<file path="config.mk">
export PLATFORM = sky130hd
export DESIGN_NAME = four_mode_serial_port
export DESIGN_NICKNAME = d
export VERILOG_FILES = /design/src/serial_port_pkg.sv /design/src/four_mode_serial_port.sv
export SDC_FILE = /design/constraint.sdc
export NUM_CORES = 1
export LEC_CHECK = 0
export BUFFER_PORTS_ARGS = -buffer_cell sky130_fd_sc_hd__buf_2
export CAP_MARGIN = 30
export CORE_MARGIN = 4
export CORE_UTILIZATION = 45
export DETAILED_ROUTE_END_ITERATION = 10
export PLACE_DENSITY = 0.68
export SLEW_MARGIN = 20
export SYNTH_ARGS = -nofsm -noshare
export SYNTH_HDL_FRONTEND = slang
export SYNTH_SLANG_ARGS = --single-unit
</file>
<file path="constraint.sdc">
create_clock -name ref_clk -period 6.4 [get_ports ref_clk]
set_clock_uncertainty 0.1 [all_clocks]
set_input_delay 1.28 -clock ref_clk [delete_from_list [all_inputs] [get_ports ref_clk]]
set_output_delay 1.28 -clock ref_clk [all_outputs]
set_load 0.01 [all_outputs]
</file>
<file path="src/serial_port_pkg.sv">
// constants, types and register layout of the four-mode serial port
// assumes one cpu clock domain and a plain strobe register port
package serial_port_pkg;

  localparam int PW = 17;

  localparam logic [7:0] ADDR_CONFIG  = 8'h98;
  localparam logic [7:0] ADDR_DATA    = 8'h99;
  localparam logic [7:0] CONFIG_RESET = 8'h00;
  localparam logic [7:0] DATA_RESET   = 8'h00;

  localparam logic [PW-1:0] DIV_SHIFT      = 17'h0000C;
  localparam logic [PW-1:0] DIV_FIXED_SLOW = 17'h00040;
  localparam logic [PW-1:0] DIV_FIXED_FAST = 17'h00020;
  localparam logic [PW-1:0] PERIOD_MIN     = 17'h00001;

  localparam logic [3:0] BITS_SHIFT  = 4'h8;
  localparam logic [3:0] BITS_ASYNC8 = 4'hA;
  localparam logic [3:0] BITS_NINE   = 4'hB;
  localparam logic [3:0] SAMPLES_8   = 4'h9;
  localparam logic [3:0] SAMPLES_9   = 4'hA;

  typedef enum logic [1:0] {
    MODE_SHIFT  = 2'b00,
    MODE_ASYNC8 = 2'b01,
    MODE_FIXED9 = 2'b10,
    MODE_VAR9   = 2'b11
  } mode_type;

  typedef enum logic {
    TX_IDLE  = 1'b0,
    TX_SHIFT = 1'b1
  } tx_state_type;

  typedef enum logic [1:0] {
    RX_IDLE  = 2'b00,
    RX_START = 2'b01,
    RX_DATA  = 2'b10
  } rx_state_type;

  typedef struct packed {
    logic mode_select_high;
    logic mode_select_low;
    logic multiproc_enable;
    logic rx_enable;
    logic tx_ninth_bit;
    logic rx_ninth_bit;
    logic tx_done_flag;
    logic rx_done_flag;
  } serial_config_type;

  typedef struct packed {
    logic [7:0] addr;
    logic [7:0] wdata;
    logic       wr;
    logic       rd;
  } reg_req_type;

endpackage

</file>
<file path="src/four_mode_serial_port.sv">
// four-mode serial port: shift-register mode and three async modes
// assumes timer overflow inputs are one-cycle pulses on ref_clk and
// that the serial_in wire is open-drain, resolved outside
`timescale 1ns/1ps

module four_mode_serial_port (
  input  wire logic                        ref_clk,         // cpu clock
  input  wire logic                        resetn,          // sync reset
  input  wire serial_port_pkg::reg_req_type reg_req,        // reg access
  output logic [7:0]                       rd_data,         // read data
  input  wire logic                        baud_double_sel, // doubling
  input  wire logic                        tx_timer2_sel,   // t2 for tx
  input  wire logic                        rx_timer2_sel,   // t2 for rx
  input  wire logic                        timer1_ovf,      // t1 pulse
  input  wire logic                        timer2_ovf,      // t2 pulse
  input  wire logic                        slow_clock_mode, // slow mode
  output logic                             wake_pulse,      // wake req
  output logic                             serial_out_pin,  // tx / clk
  input  wire logic                        serial_in_i,     // rx level
  output logic                             serial_in_o,     // drive val
  output logic                             serial_in_oe     // drive en
);

  localparam int PW = serial_port_pkg::PW;

  serial_port_pkg::serial_config_type cfg_q;
  serial_port_pkg::mode_type          mode;
  serial_port_pkg::tx_state_type      tx_state_q;
  serial_port_pkg::rx_state_type      rx_state_q;

  logic [7:0]    rx_hold_q;
  logic [2:0]    rx_sync_q;
  logic [PW-1:0] ovf_cnt_q;
  logic [PW-1:0] ovf_period_q;
  logic [PW-1:0] bit_period;
  logic [PW-1:0] half;
  logic [10:0]   tx_shift_q;
  logic [3:0]    tx_bits_q;
  logic [PW-1:0] tx_cnt_q;
  logic [PW-1:0] rx_cnt_q;
  logic [3:0]    rx_bits_q;
  logic [9:0]    rx_shift_q;
  logic [9:0]    rx_word;
  logic [7:0]    rx_byte;
  logic          rx_s, rx_prev, nine, use_t2, ovf_sel, shift_clk;
  logic          wr_cfg, wr_dat, tx_go, tx_set, rx_go0, rx_go_async;
  logic          rx_sample, rx_last, rx_finish, rx_accept, rx_set;

  assign mode = serial_port_pkg::mode_type'({cfg_q.mode_select_high,
                                             cfg_q.mode_select_low});
  assign nine = cfg_q.mode_select_high;
  assign wr_cfg = reg_req.wr && reg_req.addr == serial_port_pkg::ADDR_CONFIG;
  assign wr_dat = reg_req.wr && reg_req.addr == serial_port_pkg::ADDR_DATA;

  // first stage feeds only the second
  always_ff @(posedge ref_clk) begin
    if (!resetn) begin
      rx_sync_q <= 3'h7;
    end else begin
      rx_sync_q <= {rx_sync_q[1:0], serial_in_i};
    end
  end
  assign rx_s    = rx_sync_q[1];
  assign rx_prev = rx_sync_q[2];

  // in MODE_ASYNC8 and MODE_VAR9 one bit time spans one selected overflow interval, or two on timer 1 without doubling
  assign use_t2  = tx_timer2_sel || rx_timer2_sel;
  assign ovf_sel = use_t2 ? timer2_ovf : timer1_ovf;

  always_ff @(posedge ref_clk) begin
    if (!resetn) begin
      ovf_cnt_q    <= '0;
      ovf_period_q <= '0;
    end else if (ovf_sel) begin
      ovf_period_q <= ovf_cnt_q + 1'b1;
      ovf_cnt_q    <= '0;
    end else if (ovf_cnt_q != '1) begin
      ovf_cnt_q <= ovf_cnt_q + 1'b1;
    end
  end

  always_comb begin
    case (mode)
      serial_port_pkg::MODE_SHIFT:  bit_period = serial_port_pkg::DIV_SHIFT;
      serial_port_pkg::MODE_FIXED9: bit_period = baud_double_sel ?
        serial_port_pkg::DIV_FIXED_FAST : serial_port_pkg::DIV_FIXED_SLOW;
      default: begin
        if (use_t2 || baud_double_sel) begin
          bit_period = ovf_period_q;
        end else begin
          bit_period = {ovf_period_q[PW-2:0], 1'b0};
        end
        // no overflow seen yet: keep the timers moving
        if (bit_period == '0) begin
          bit_period = serial_port_pkg::PERIOD_MIN;
        end
      end
    endcase
  end
  assign half = bit_period >> 1;

  // register file
  always_ff @(posedge ref_clk) begin
    if (!resetn) begin
      rd_data <= 8'h00;
    end else if (reg_req.rd) begin
      case (reg_req.addr)
        serial_port_pkg::ADDR_CONFIG: rd_data <= cfg_q;
        serial_port_pkg::ADDR_DATA:   rd_data <= rx_hold_q;
        default:                      rd_data <= 8'h00;
      endcase
    end else begin
      rd_data <= 8'h00;
    end
  end

  // hardware set wins over a software write in the same cycle
  always_ff @(posedge ref_clk) begin
    if (!resetn) begin
      cfg_q <= serial_port_pkg::CONFIG_RESET;
    end else begin
      if (wr_cfg) begin
        cfg_q <= reg_req.wdata;
      end
      if (tx_set) begin
        cfg_q.tx_done_flag <= 1'b1;
      end
      if (rx_set) begin
        cfg_q.rx_done_flag <= 1'b1;
      end
      if (rx_set && nine) begin
        cfg_q.rx_ninth_bit <= rx_word[8];
      end
    end
  end

  // transmitter; writes while busy are dropped
  assign tx_go = wr_dat && tx_state_q == serial_port_pkg::TX_IDLE &&
                 (mode != serial_port_pkg::MODE_SHIFT ||
                  (!cfg_q.tx_done_flag &&
                   rx_state_q == serial_port_pkg::RX_IDLE));
  assign tx_set = tx_state_q == serial_port_pkg::TX_SHIFT &&
                  tx_cnt_q == '0 && tx_bits_q == 4'h1;

  always_ff @(posedge ref_clk) begin
    if (!resetn) begin
      tx_state_q <= serial_port_pkg::TX_IDLE;
      tx_shift_q <= '1;
      tx_bits_q  <= '0;
      tx_cnt_q   <= '0;
    end else if (tx_go) begin
      tx_state_q <= serial_port_pkg::TX_SHIFT;
      tx_cnt_q   <= bit_period - 1'b1;
      case (mode)
        serial_port_pkg::MODE_SHIFT: begin
          tx_shift_q <= {3'h7, reg_req.wdata};
          tx_bits_q  <= serial_port_pkg::BITS_SHIFT;
        end
        serial_port_pkg::MODE_ASYNC8: begin
          tx_shift_q <= {2'h3, reg_req.wdata, 1'b0};
          tx_bits_q  <= serial_port_pkg::BITS_ASYNC8;
        end
        default: begin
          tx_shift_q <= {1'b1, cfg_q.tx_ninth_bit, reg_req.wdata, 1'b0};
          tx_bits_q  <= serial_port_pkg::BITS_NINE;
        end
      endcase
    end else if (tx_state_q == serial_port_pkg::TX_SHIFT) begin
      if (tx_cnt_q == '0) begin
        tx_shift_q <= {1'b1, tx_shift_q[10:1]};
        tx_bits_q  <= tx_bits_q - 1'b1;
        tx_cnt_q   <= bit_period - 1'b1;
        if (tx_bits_q == 4'h1) begin
          tx_state_q <= serial_port_pkg::TX_IDLE;
        end
      end else begin
        tx_cnt_q <= tx_cnt_q - 1'b1;
      end
    end
  end

  // receiver
  assign rx_go0 = mode == serial_port_pkg::MODE_SHIFT &&
                  rx_state_q == serial_port_pkg::RX_IDLE &&
                  cfg_q.rx_enable && !cfg_q.rx_done_flag &&
                  tx_state_q == serial_port_pkg::TX_IDLE && !tx_go;
  assign rx_go_async = mode != serial_port_pkg::MODE_SHIFT &&
                       rx_state_q == serial_port_pkg::RX_IDLE &&
                       cfg_q.rx_enable && rx_prev && !rx_s;
  assign rx_sample = rx_state_q == serial_port_pkg::RX_DATA &&
                     (mode == serial_port_pkg::MODE_SHIFT ?
                      rx_cnt_q == half - 1'b1 : rx_cnt_q == '0);
  assign rx_last = mode == serial_port_pkg::MODE_SHIFT ?
                   rx_bits_q == 4'h0 : rx_bits_q == 4'h1;
  assign rx_finish = rx_state_q == serial_port_pkg::RX_DATA &&
                     rx_cnt_q == '0 && rx_last;
  assign rx_word = {rx_s, rx_shift_q[9:1]};

  always_comb begin
    case (mode)
      serial_port_pkg::MODE_SHIFT:  rx_byte = rx_shift_q[9:2];
      serial_port_pkg::MODE_ASYNC8: rx_byte = rx_word[8:1];
      default:                      rx_byte = rx_word[7:0];
    endcase
  end

  // a set rx_done_flag blocks the next load, even once the byte is read; that byte is lost
  assign rx_accept = !cfg_q.rx_done_flag &&
                     !(nine && cfg_q.multiproc_enable && !rx_word[8]);
  assign rx_set = rx_finish && rx_accept;

  always_ff @(posedge ref_clk) begin
    if (!resetn) begin
      rx_state_q <= serial_port_pkg::RX_IDLE;
      rx_cnt_q   <= '0;
      rx_bits_q  <= '0;
      rx_shift_q <= '0;
    end else begin
      case (rx_state_q)
        serial_port_pkg::RX_IDLE: begin
          if (rx_go0) begin
            rx_state_q <= serial_port_pkg::RX_DATA;
            rx_cnt_q   <= bit_period - 1'b1;
            rx_bits_q  <= serial_port_pkg::BITS_SHIFT;
          end else if (rx_go_async) begin
            rx_state_q <= serial_port_pkg::RX_START;
            rx_cnt_q   <= half;
          end
        end
        serial_port_pkg::RX_START: begin
          if (rx_cnt_q != '0) begin
            rx_cnt_q <= rx_cnt_q - 1'b1;
          end else if (!rx_s) begin
            rx_state_q <= serial_port_pkg::RX_DATA;
            rx_cnt_q   <= bit_period - 1'b1;
            rx_bits_q  <= nine ? serial_port_pkg::SAMPLES_9 :
                                 serial_port_pkg::SAMPLES_8;
          end else begin
            rx_state_q <= serial_port_pkg::RX_IDLE;
          end
        end
        serial_port_pkg::RX_DATA: begin
          if (rx_sample) begin
            rx_shift_q <= rx_word;
            rx_bits_q  <= rx_bits_q - 1'b1;
          end
          if (rx_cnt_q == '0) begin
            rx_cnt_q <= bit_period - 1'b1;
            if (rx_last) begin
              rx_state_q <= serial_port_pkg::RX_IDLE;
            end
          end else begin
            rx_cnt_q <= rx_cnt_q - 1'b1;
          end
        end
        default: rx_state_q <= serial_port_pkg::RX_IDLE;
      endcase
    end
  end

  always_ff @(posedge ref_clk) begin
    if (!resetn) begin
      rx_hold_q <= serial_port_pkg::DATA_RESET;
    end else if (rx_set) begin
      rx_hold_q <= rx_byte;
    end
  end

  // shift clock: high first half of each bit, so data moves on the rise
  assign shift_clk = (tx_state_q == serial_port_pkg::TX_SHIFT ||
                      rx_state_q == serial_port_pkg::RX_DATA) &&
                     (tx_state_q == serial_port_pkg::TX_SHIFT ?
                      tx_cnt_q >= half : rx_cnt_q >= half);

  always_ff @(posedge ref_clk) begin
    if (!resetn) begin
      serial_out_pin <= 1'b1;
      serial_in_oe   <= 1'b0;
      wake_pulse     <= 1'b0;
    end else begin
      if (mode == serial_port_pkg::MODE_SHIFT) begin
        serial_out_pin <= shift_clk;
        serial_in_oe   <= tx_state_q == serial_port_pkg::TX_SHIFT &&
                          !tx_shift_q[0];
      end else begin
        serial_out_pin <= tx_state_q == serial_port_pkg::TX_SHIFT ?
                          tx_shift_q[0] : 1'b1;
        serial_in_oe   <= 1'b0;
      end
      wake_pulse <= slow_clock_mode && cfg_q.rx_enable &&
                    (rx_s != rx_prev);
    end
  end

  // open drain: only ever pulls low
  assign serial_in_o = 1'b0;
endmodule

</file>
# == Word level (Yosys, flattened, before mapping) ==
# Cells that the tools add are included.
# totals
register_bits,130
inputBits,27
elab_cells,168
output_inout_bits,12
# classes
reduce_logical,63
bitwise_logic,2
n_eq_ne,19
n_addsub,7
n_mux,51
magnitude_cmp,2
# op_table
cell,count
17-bit 2-to-1 mux,11
17-bit zero test,3
17-bit one-hot mux with 3 select lines,1
17-bit by 1-bit subtractor with 17-bit output (second input constant),3
17-bit by 16-bit greater-or-equal comparator with 1-bit output,2
17-bit one-hot mux with 2 select lines,1
11-bit 2-to-1 mux,3
1-bit logical AND,28
4-bit 2-to-1 mux,7
10-bit one-hot mux with 2 select lines,1
17-bit by 1-bit adder with 17-bit output (second input constant),1
17-bit equality test,1
17-bit != test (second input constant),1
17-bit nonzero test,1
16-bit by 1-bit subtractor with 17-bit output (second input constant),1
8-bit equality test (second input constant),2
8-bit one-hot mux with 2 select lines,1
2-bit 2-to-1 mux,7
1-bit 2-to-1 mux,13
2-bit != test (second input constant),6
4-bit one-hot mux with 3 select lines,1
2-bit nonzero test,6
4-bit by 1-bit equality test with 1-bit output (second input constant),2
8-bit 2-to-1 mux,1
20 further kinds,40

# == Logic depth before layout (Yosys ltp) ==
# Gate-level depths: netlist (run 1).
# logic_depth
ltp_word,13
depth_mapped,16
depth_no_buf,13

# == Worst setup path before layout (run 1) ==
# Ideal clock, no wire load.
# synth_path
path_kind,in2reg
from,input rx_timer2_sel
to,register rx_shift_q[1]
path_buffers,3
arrival_ns,4.215
t_required_ns,6.181
setup_slack_ns,1.966
cell_stages,16
setup_time_ns,0.119
cell_sequence,buf_2 buf_2 nor3_1 nand2_1 a31o_2 ha_1 and3b_1 a32o_2 nand2_4 xnor2_1 a2111oi_2 nand4_1 nor4_2 a31oi_1 buf_6 mux2i_1
# synth_between
elab_chain_len,12
# synth_lines
item,line_no,source
"start, declared",four_mode_serial_port.sv:13,"input wire logic rx_timer2_sel,"
1-bit logical OR *,four_mode_serial_port.sv:67,assign use_t2 = tx_timer2_sel || rx_timer2_sel;
1-bit logical OR *,four_mode_serial_port.sv:88,if (use_t2 || baud_double_sel) begin
17-bit 2-to-1 mux *,four_mode_serial_port.sv:88,
17-bit 2-to-1 mux *,four_mode_serial_port.sv:83,case (mode)
17-bit zero test,four_mode_serial_port.sv:94,if (bit_period == '0) begin
17-bit 2-to-1 mux *,four_mode_serial_port.sv:94,
17-bit one-hot mux with 2 select lines *,four_mode_serial_port.sv:83,
16-bit by 1-bit subtractor with 17-bit output *,four_mode_serial_port.sv:192,rx_cnt_q == half - 1'b1 : rx_cnt_q == '0);
17-bit equality test *,four_mode_serial_port.sv:192,
1-bit 2-to-1 mux *,four_mode_serial_port.sv:191,(mode == serial_port_pkg::MODE_SHIFT ?
1-bit logical AND *,four_mode_serial_port.sv:190,assign rx_sample = rx_state_q == serial_port_pkg::RX_DATA &&
2-bit AND reduction (no line) *,-,
"end signal, assigned",four_mode_serial_port.sv:244,rx_shift_q <= rx_word;
"end, declared",four_mode_serial_port.sv:42,logic [9:0] rx_shift_q;
# Mark *: on every way between the ends. The rest lies on a longest branch, timed or not. The select of a mux whose other input is x is not followed.
# A chain may end at the register's enable or synchronous reset.

# == Final worst setup path (run 1) ==
# layout_path
from,input rx_timer2_sel
to,register rx_shift_q[6]
# Same word-level chain as after synthesis.

==> impl_metrics.tcl, run 1 <==
set metrics [dict create \
    drive_above_1_share 0.107 \
    die_area_um2 21600 \
    initial_core_util 0.462 \
    detailed_place_hpwl_mm 17.3 \
    globalRouteOverflowTotal 0 \
    layout_common_cells "128 x dfxtp_1, 119 x nand2_1, 85 x nor2_1" \
    synth_sequential_area_ratio 0.295 \
    weighted_congestion_at_the_end_of_routability_driven_global_placement 0.925 \
    fin_area_um2 9560 \
    setup_total_negative_slack_ps 0 \
    final-instance-count-excl-fill 1342 \
    layout_worst_path_cycle_share 0.705 \
    area_growth_pct 9.92 \
    avgRoutedWirePerCell_um 17.9 \
    drtAntennaViolNets 0 \
    number_of_global_route_vias_before_repair 7265 \
    post-route-drc-count 0 \
    clk-insertion-delay-late_ps 420 \
    cp.required_ps 6600 \
    io_buffer_count 37 \
    max_cap_viol_count 0 \
    synthFlopType "dfxtp_1" \
    design.final.nets 1140 \
    drv_slew 0 \
    hold_depth 1 \
    power.static_leakage_nw 4.03 \
    tritoncts "done" \
    cts_num_sinks 128 \
    layout_commonest_cell "dfxtp_1" \
    grt_max_degree 64 \
    htree_num_levels 4 \
    r2r_start "tx_cnt_q[0]$_SDFFE_PN0P_" \
    synth.lib_cells_used.distinct 82 \
    cts.reportedPaths.clkPinSlew_ps 50 \
    syn_nets 1145 \
    r2r-end "tx_bits_q[3]$_SDFFE_PN0P_" \
    criticalPathCategory "primary input to flop" \
    drt_first_iter_violations 609 \
    hold_violations 0 \
    post_cts_setup_buffer_count 0 \
    total_power_mw 2.36 \
    placed_cells_incl_taps 1310 \
    clock-root-buffer "clkbuf_16" \
    die_w_um 147 \
    timing.hold.worst.start "rx_sync_q[0]$_SDFF_PN1_" \
    tritoncts.num_buffers 17 \
    postSynthAreaPerCell_um2 8.09 \
    post_cts_hold_buffer_count 0 \
    relative_max_transition_margin 0.393 \
    hold_path_end "rx_sync_q[1]$_SDFF_PN1_" \
    cp_endpoint_kind "flop" \
    cts_resized 0 \
    first_pass_iters 8 \
    synth-warning-count 0 \
    synth-edff-count 0 \
    ff2ff_path_depth 11 \
    postSynthCellCount 1075 \
    crit_path_max_fanout 27 \
    yosys_register_bits 128 \
    antenna_cells 0 \
    antenna_violations_before_repair 0 \
    post_synth_instance_area_um2 8700 \
    reg2reg_slack_ps 2320 \
    setup_viol 0 \
    grtUsageTotal 0.219 \
    powerDensity_nw_per_um2 246 \
    timing.final.crit_period_ps 4510 \
    fill_cells 1819 \
    floorplan.io_pins 39 \
    via_density_per_instance 5.96 \
    routed_wirelength_mm 24.0 \
    floorplan.rows 50 \
    worstPathArrival_ps 4710 \
    irDropWorstVdd_v 0.000187 \
    core_area_um2 18800 \
    fmaxAchievable_mhz 222 \
    detailed_place.area_um2 8980 \
    critPathSlowestCell "nor4_2" \
    timing.critical_path.cells "buf_2 > or3_1 > nand2_1 > a31o_2 > ha_1 > and3b_1 > a32o_2 > nand2_4 > xnor2_1 > a2111oi_2 > nand4_1 > nor4_2 > a31oi_1 > buf_4 > mux2i_1" \
    synth-async-reset-ratio 0 \
    dieHeight_um 147 \
    result_of_the_run "completed" \
    tightest_slew_ps 907 \
    clock_tree.buffer_depth 2 \
    min-delay-path-class "flop to flop" \
    worst_path_largest_cell_delay_ps 400 \
    startpoint_type "primary input" \
    rsz_0062_raised_after_global_routing "false" \
    grt_first_pass_wirelength_mm 38.8 \
    route.vias.total 8002 \
]
-- layer usage --
metal	wire length [um]	share of wire	track usage	up-vias
li1	-	-	-	3885
met4	818	0.034	0.0913	0
met3	1370	0.057	0.0342	62
met2	10900	0.45	0.337	282
met1	10900	0.45	0.307	3773
met5	0	0	0	-
-- report_power, final --
part	switching (mW)	internal, mW	leakage (nW)
Combinational	0.333	0.197	2.73
Sequential	0.0470	0.823	1.04
Clock	0.381	0.576	0.271
-- through the flow --
| stage | hold WS (ps) | utilization | setup slack [ps] |
|---|---|---|---|
| after CTS | 311 | 0.507 | 1940 |
| final | 306 | 0.508 | 1890 |
| after global routing | 317 | 0.508 | 1670 |
| after floorplan | 286 | - | 1970 |
| after detailed placement | 298 | 0.477 | 1520 |
| after global placement | 289 | 0.477 | 1580 |
-- how the worst max path moves through the flow --
| stage | slack [ps] | to | start |
|---|---|---|---|
| CTS | 1940 | rx_shift_q[3]$_SDFFE_PN0P_ | rx_timer2_sel |
| detailed placement | 1520 | rx_shift_q[3]$_SDFFE_PN0P_ | rx_timer2_sel |
| finish | 1890 | rx_shift_q[6]$_SDFFE_PN0P_ | rx_timer2_sel |
| floorplan | 1970 | rx_shift_q[1]$_SDFFE_PN0P_ | rx_timer2_sel |
| global route | 1670 | rx_shift_q[6]$_SDFFE_PN0P_ | rx_timer2_sel |
| global placement | 1580 | rx_shift_q[5]$_SDFFE_PN0P_ | rx_timer2_sel |
-- worst max-delay path: cells and delay by family --
family,cells,cell delay (ps)
xor+xnor,1,80
buf+inv,2,600
compound gates,4,1090
fa+ha+maj,1,240
mux,1,130
simple gates,6,1270
-- final cells by class --
cell class / instances / area, um^2 / share of cell area
clock buffers: 20 / 437 / 0.0457
clock inverters: 11 / 133 / 0.0139
inverters: 26 / 97.6 / 0.0102
multi-input cells: 849 / 5730 / 0.600
flip-flops and latches: 128 / 2560 / 0.268
well taps: 260 / 325 / 0.0340
repair buffers: 48 / 274 / 0.0287
-- cells by family (layout without fill, tap and decap cells) --
logic type / count (synthesis) / in the layout / share of synthesized area
AO/OA/AOI/OAI: 285 / 285 / 0.223
XOR/XNOR: 81 / 81 / 0.0815
adder cells (fa/ha/maj): 45 / 45 / 0.0641
buffers and inverters: 98 / 105 / 0.0469
flip-flops: 128 / 128 / 0.295
multiplexers: 45 / 45 / 0.0524
other: 1 / 1 / 0.000431
AND/OR/NAND/NOR: 392 / 392 / 0.237
-- sequential cells by signal, summed over array words and instances (netlist names), 2 cells and up --
name	flops
ovf_cnt_q	17
rx_sync_q	3
rx_hold_q	8
cfg_q	7
rx_state_q	2
rx_cnt_q	17
rx_bits_q	4
tx_shift_q	10
ovf_period_q	17
tx_bits_q	4
tx_cnt_q	17
rd_data	8
rx_shift_q	9
-- cells in the mapped netlist, drive strengths merged (4+ instances only) --
master / n / area share
nor3b: 5 / 0.0043
mux2i: 41 / 0.047
a21oi: 68 / 0.039
clkbuf: 52 / 0.022
nand4: 10 / 0.0072
nor4: 15 / 0.015
o211ai: 13 / 0.011
nor2b: 24 / 0.017
a31oi: 5 / 0.0043
ha: 43 / 0.062
and3: 9 / 0.0065
o21ai: 74 / 0.043
a21boi: 14 / 0.012
mux2: 4 / 0.0052
or4b: 6 / 0.0078
dfxtp: 128 / 0.29
o21a: 6 / 0.0052
or2: 5 / 0.0036
a211oi: 12 / 0.010
nor4b: 11 / 0.013
nand2: 121 / 0.053
nor3: 27 / 0.016
a2111oi: 4 / 0.0047
o211a: 26 / 0.030
o221a: 8 / 0.010
buf: 20 / 0.013
or4: 9 / 0.0082
o31ai: 10 / 0.0092
nand2b: 9 / 0.0065
inv: 25 / 0.011
a21o: 9 / 0.0078
and2: 5 / 0.0036
o31a: 9 / 0.0091
xnor2: 44 / 0.044
xor2: 37 / 0.037
nor2: 85 / 0.037
nand3: 28 / 0.016
a31o: 4 / 0.0040
or3: 8 / 0.0058
Power figures use the tool's default switching activity.
==> run 2, diff against run 1 <==
==> constraint.sdc (replaced) <==
create_clock -name ref_clk -period 4.6 [get_ports ref_clk]
set_clock_uncertainty 0.1 [all_clocks]
set_input_delay 0.92 -clock ref_clk [delete_from_list [all_inputs] [get_ports ref_clk]]
set_output_delay 0.92 -clock ref_clk [all_outputs]
set_load 0.01 [all_outputs]
==> run 2 against run 1 <==
Routed wire length is 0.20% higher. Clock power is 50% higher. Cell count is 0.97% higher. Flip-flop and latch count stayed put. Clock-buffer cell count is 3 lower. Power is 44% higher. Worst setup slack worse by 1300 ps. Critical endpoint is now rx_shift_q[1]$_SDFFE_PN0P_. Design area is 1.5% higher.
==> impl_metrics.tcl, run 2 (synthesis results as in run 1) <==
set metrics [dict create \
    criticalPathCategory "primary input to flop" \
    seqPwrFrac 0.357 \
    clkPwrFrac 0.421 \
    dieHeight_um 147 \
    proportion_of_power_drawn_by_combinational_gates 0.222 \
    grtUsageTotal 0.222 \
    fill_cells 1799 \
    clock_tree.buffer_depth 2 \
    design.final.nets 1152 \
    route.vias.total 8031 \
    area_growth_pct 11.5 \
    critPathSlowestCell "or3_1" \
    worstPathArrival_ps 4250 \
    weighted_congestion_at_the_end_of_routability_driven_global_placement 1.04 \
    antenna_violations_before_repair 0 \
    detailed_place_hpwl_mm 17.5 \
    timing.final.crit_period_ps 4040 \
    crit_path_max_fanout 9 \
    powerDensity_nw_per_um2 349 \
    die_area_um2 21600 \
    globalRouteOverflowTotal 0 \
    clock-root-buffer "clkbuf_16" \
    relative_max_transition_margin 0.422 \
    rsz_0062_raised_after_global_routing "false" \
    timing.critical_path.cells "buf_2 > or3_1 > nand2_1 > a31o_2 > ha_1 > and3b_1 > a32o_2 > nand2_4 > xnor2_1 > a2111oi_2 > nand4_1 > nor4_2 > a31oi_1 > buf_4 > mux2i_1" \
    drv_slew 0 \
    cellInternalPower_mw 2.25 \
    layout_commonest_cell "dfxtp_1" \
    via_density_per_instance 5.93 \
    layout_common_cells "128 x dfxtp_1, 119 x nand2_1, 85 x nor2_1" \
    startpoint_type "primary input" \
    initial_core_util 0.462 \
    tritoncts "done" \
    floorplan.rows 50 \
    clk-insertion-delay-late_ps 430 \
    power_switching_share 0.335 \
    cp_endpoint_kind "flop" \
    post_cts_setup_buffer_count 0 \
    power.switching_mw 1.14 \
    first_pass_iters 5 \
    irDropWorstVdd_v 0.000317 \
    tritoncts.num_buffers 17 \
    grt_max_degree 53 \
    cts_resized 0 \
    critPathBufInv 2 \
    min-delay-path-class "flop to flop" \
    post-route-drc-count 0 \
    cts_num_sinks 128 \
    tightest_slew_ps 860 \
    post_cts_hold_buffer_count 0 \
    power.static_leakage_nw 4.12 \
    die_w_um 147 \
    floorplan.io_pins 39 \
    setup_total_negative_slack_ps 0 \
    setup_viol 0 \
    layout_worst_path_cycle_share 0.878 \
    routed_wirelength_mm 24.0 \
    drive_above_1_share 0.121 \
    worst_path_largest_cell_delay_ps 510 \
    result_of_the_run "completed" \
    cts.reportedPaths.clkPinSlew_ps 70 \
    core_area_um2 18800 \
    path_delay_family "simple AND/OR/NAND/NOR gates" \
    hold_violations 0 \
    drt_first_iter_violations 759 \
    fmaxAchievable_mhz 248 \
    worst_hold_slack_ps 305 \
    drtAntennaViolNets 0 \
    grt_first_pass_wirelength_mm 39.0 \
    antenna_cells 0 \
    number_of_global_route_vias_before_repair 7287 \
    max_cap_viol_count 0 \
    io_buffer_count 37 \
    avgRoutedWirePerCell_um 17.7 \
    htree_num_levels 4 \
    cp.required_ps 4810 \
]
[run 2: cell type report]
type | count | area [um^2] | share of cell area
clock inverters | 15 | 196 | 0.0202
flip-flops and latches | 128 | 2560 | 0.264
multi-input cells | 849 | 5730 | 0.591
inverters | 26 | 97.6 | 0.0101
well taps | 260 | 325 | 0.0335
repair buffers | 60 | 360 | 0.0371
clock buffers | 17 | 425 | 0.0438
[run 2: worst paths after layout]
path / cells past startpoint / end / startpoint / slack, ps
max: 15 / rx_shift_q[1]$_SDFFE_PN0P_ / baud_double_sel / 560
min: 1 / rx_sync_q[1]$_SDFF_PN1_ / rx_sync_q[0]$_SDFF_PN1_ / 300
max reg2reg: 13 / rx_shift_q[1]$_SDFFE_PN0P_ / cfg_q[6]$_SDFFE_PN0P_ / 820
min reg2reg: 1 / rx_sync_q[1]$_SDFF_PN1_ / rx_sync_q[0]$_SDFF_PN1_ / 300
[run 2: power groups by stage]
stage	combinational (mW)	clock [mW]	sequential, mW
after floorplan	0.538	0	1.20
after global placement	0.721	0	1.23
after detailed placement	0.720	0	1.23
after CTS	0.726	1.45	1.21
after global routing	0.816	1.51	1.21
final	0.753	1.43	1.21
[run 2: through the flow]
stage	setup WS, ps	cell area (um^2)	utilization	power (mW)	std cells
6_report	560	9700	0.515	3.39	1355
3_3_place_gp	306	9080	0.482	1.95	1323
3_5_place_dp	238	9080	0.482	1.95	1323
4_1_cts	598	9700	0.515	3.38	1355
2_1_floorplan	526	8700	-	1.74	1075
5_1_grt	408	9700	0.515	3.54	1355
[run 2: per-layer routing]
metal,GRT usage,part of all wire,routed length (um)
met1,0.312,0.46,11200
met2,0.334,0.44,10600
met3,0.0460,0.065,1560
met4,0.0876,0.031,743
met5,0,0,0
==> run 3, diff against run 2 <==
--- a/config.mk
+++ b/config.mk
@@ -11,6 +11,7 @@
 export CORE_UTILIZATION = 45
 export DETAILED_ROUTE_END_ITERATION = 10
 export PLACE_DENSITY = 0.68
+export RECOVER_POWER = 50
 export SLEW_MARGIN = 20
 export SYNTH_ARGS = -nofsm -noshare
 export SYNTH_HDL_FRONTEND = slang
==> run 3 against run 2 <==
Die area is the same. Design area shrank 0.36%. Critical path type unchanged. Worst hold slack got worse by 1.3 ps. First-iteration DRC count fell by 1.8%. The flow now finishes with violations (max-capacitance violations, max-slew violations).
==> impl_metrics.tcl, run 3 (synthesis results as in run 1) <==
set metrics [dict create \
    critPathSlowestCell "clkbuf_1" \
    avgRoutedWirePerCell_um 17.8 \
    tightest_slew_ps 2290 \
    first_pass_iters 6 \
    cellInternalPower_mw 2.25 \
    clock_tree.buffer_depth 2 \
    cp-startpoint "rx_timer2_sel" \
    timing.final.crit_period_ps 4150 \
    power.switching_mw 1.14 \
    power.static_leakage_nw 4.05 \
    antenna_violations_before_repair 0 \
    max_cap_viol_count 2 \
    hold_violations 0 \
    timing.critical_path.cells "buf_2 > clkbuf_1 > nor4b_2 > o21ai_1 > xnor2_1 > xnor2_1 > a2111oi_2 > nand4_1 > nor4_2 > a31oi_1 > buf_4 > mux2i_1" \
    worst_path_largest_cell_delay_ps 770 \
    cp_endpoint_kind "flop" \
    cpMostUsedCell "xnor2_1" \
    seqPwrFrac 0.357 \
    area_taken_by_flip_flops_and_latches_um2 2560 \
    detailed_place_hpwl_mm 17.5 \
    total_power_mw 3.39 \
    startpoint_type "primary input" \
    drt_first_iter_violations 745 \
    initial_core_util 0.462 \
    clk-insertion-delay-late_ps 430 \
    floorplan.io_pins 39 \
    result_of_the_run "complete, but fails checks" \
    clock-root-buffer "clkbuf_16" \
    ff2ff_path_depth 11 \
    layout_worst_path_cycle_share 0.901 \
    post_cts_setup_buffer_count 0 \
    cp.required_ps 4800 \
    worstPathArrival_ps 4350 \
    layout_commonest_cell "dfxtp_1" \
    routed_wirelength_mm 24.2 \
    cts_num_sinks 128 \
    die_area_um2 21600 \
    fin_area_um2 9670 \
    via_density_per_instance 5.94 \
    core_area_um2 18800 \
    criticalPathCategory "primary input to flop" \
    crit_path_max_fanout 24 \
    drive_above_1_share 0.104 \
    reg2reg_slack_ps 660 \
    dieHeight_um 147 \
    grtUsageTotal 0.222 \
    detailed_place.area_um2 9080 \
    setup_total_negative_slack_ps 0 \
    r2r_start "tx_cnt_q[0]$_SDFFE_PN0P_" \
    worst_case_setup_margin_in_the_final_layout_ps 454 \
    clkPwrFrac 0.421 \
    proportion_of_power_drawn_by_combinational_gates 0.222 \
    io_buffer_count 37 \
    number_of_global_route_vias_before_repair 7287 \
    r2r-end "tx_bits_q[3]$_SDFFE_PN0P_" \
    area_growth_pct 11.1 \
    failed_checks "max-capacitance violations, max-slew violations" \
    post-route-drc-count 0 \
    weighted_congestion_at_the_end_of_routability_driven_global_placement 1.04 \
    floorplan.rows 50 \
    fill_cells 1803 \
    layout_common_cells "128 x dfxtp_1, 119 x nand2_1, 85 x nor2_1" \
    die_w_um 147 \
    drtAntennaViolNets 0 \
    tritoncts.num_buffers 17 \
    post_cts_hold_buffer_count 0 \
    post-route-util 0.513 \
    globalRouteOverflowTotal 0 \
    tritoncts "done" \
    pre_cts_slack_ps 238 \
    grt_first_pass_wirelength_mm 39.0 \
    grt_max_degree 53 \
    relative_max_transition_margin -0.526 \
    htree_num_levels 4 \
    cts.reportedPaths.clkPinSlew_ps 70 \
    setup_viol 0 \
    design.final.nets 1152 \
    min-delay-path-class "flop to flop" \
    rsz_0062_raised_after_global_routing "false" \
    fmaxAchievable_mhz 241 \
    multiInputGateArea_um2 5730 \
    drv_slew 87 \
    power_switching_share 0.336 \
    cts_resized 0 \
    irDropWorstVdd_v 0.000317 \
    powerDensity_nw_per_um2 351 \
    route.vias.total 8043 \
    crit_end "rx_shift_q[1]$_SDFFE_PN0P_" \
    antenna_cells 0 \
]
-- run 3: critical path, delay by kind of cell --
family	cells	cell delay, ps
buffers and inverters	3	1090
XOR/XNOR	2	330
AND/OR/NAND/NOR	3	750
multiplexers	1	140
AO/OA/AOI/OAI	3	1110
-- run 3: metal layers --
| metal | wire length, um | global-route usage | up-vias |
|---|---|---|---|
| li1 | - | - | 3916 |
| met1 | 11300 | 0.312 | 3779 |
| met2 | 10600 | 0.334 | 292 |
| met3 | 1490 | 0.0460 | 56 |
| met4 | 755 | 0.0876 | 0 |
| met5 | 0 | 0 | - |
-- run 3: worst min-delay path by stage --
stage	startpoint	end	slack, ps	cells after the start
floorplan	rx_sync_q[0]$_SDFF_PN1_	rx_sync_q[1]$_SDFF_PN1_	290	1
finish	rx_sync_q[0]$_SDFF_PN1_	rx_sync_q[1]$_SDFF_PN1_	300	1
global placement	rx_sync_q[0]$_SDFF_PN1_	rx_sync_q[1]$_SDFF_PN1_	290	1
detailed placement	rx_sync_q[0]$_SDFF_PN1_	rx_sync_q[1]$_SDFF_PN1_	300	1
CTS	rx_sync_q[0]$_SDFF_PN1_	rx_sync_q[1]$_SDFF_PN1_	310	1
global route	rx_sync_q[0]$_SDFF_PN1_	rx_sync_q[1]$_SDFF_PN1_	330	1
-- run 3: stage by stage --
step	hold WS, ps	cells
after global routing	333	1355
after global placement	287	1323
final	303	1355
after detailed placement	296	1323
after floorplan	286	1075
after CTS	308	1355
-- run 3: area by class of cell --
cell class | count | share of cell area
flip-flops and latches | 128 | 0.265
clock buffers | 17 | 0.0440
inverters | 26 | 0.0101
well taps | 260 | 0.0337
multi-input cells | 849 | 0.593
clock inverters | 15 | 0.0203
repair buffers | 60 | 0.0343
-- run 3: power groups by stage --
stage / clock network [mW] / logic (mW) / registers (mW)
6_report: 1.43 / 0.754 / 1.21
5_1_grt: 1.51 / 0.815 / 1.21
4_1_cts: 1.45 / 0.726 / 1.21
3_5_place_dp: 0 / 0.720 / 1.23
3_3_place_gp: 0 / 0.721 / 1.23
2_1_floorplan: 0 / 0.538 / 1.20
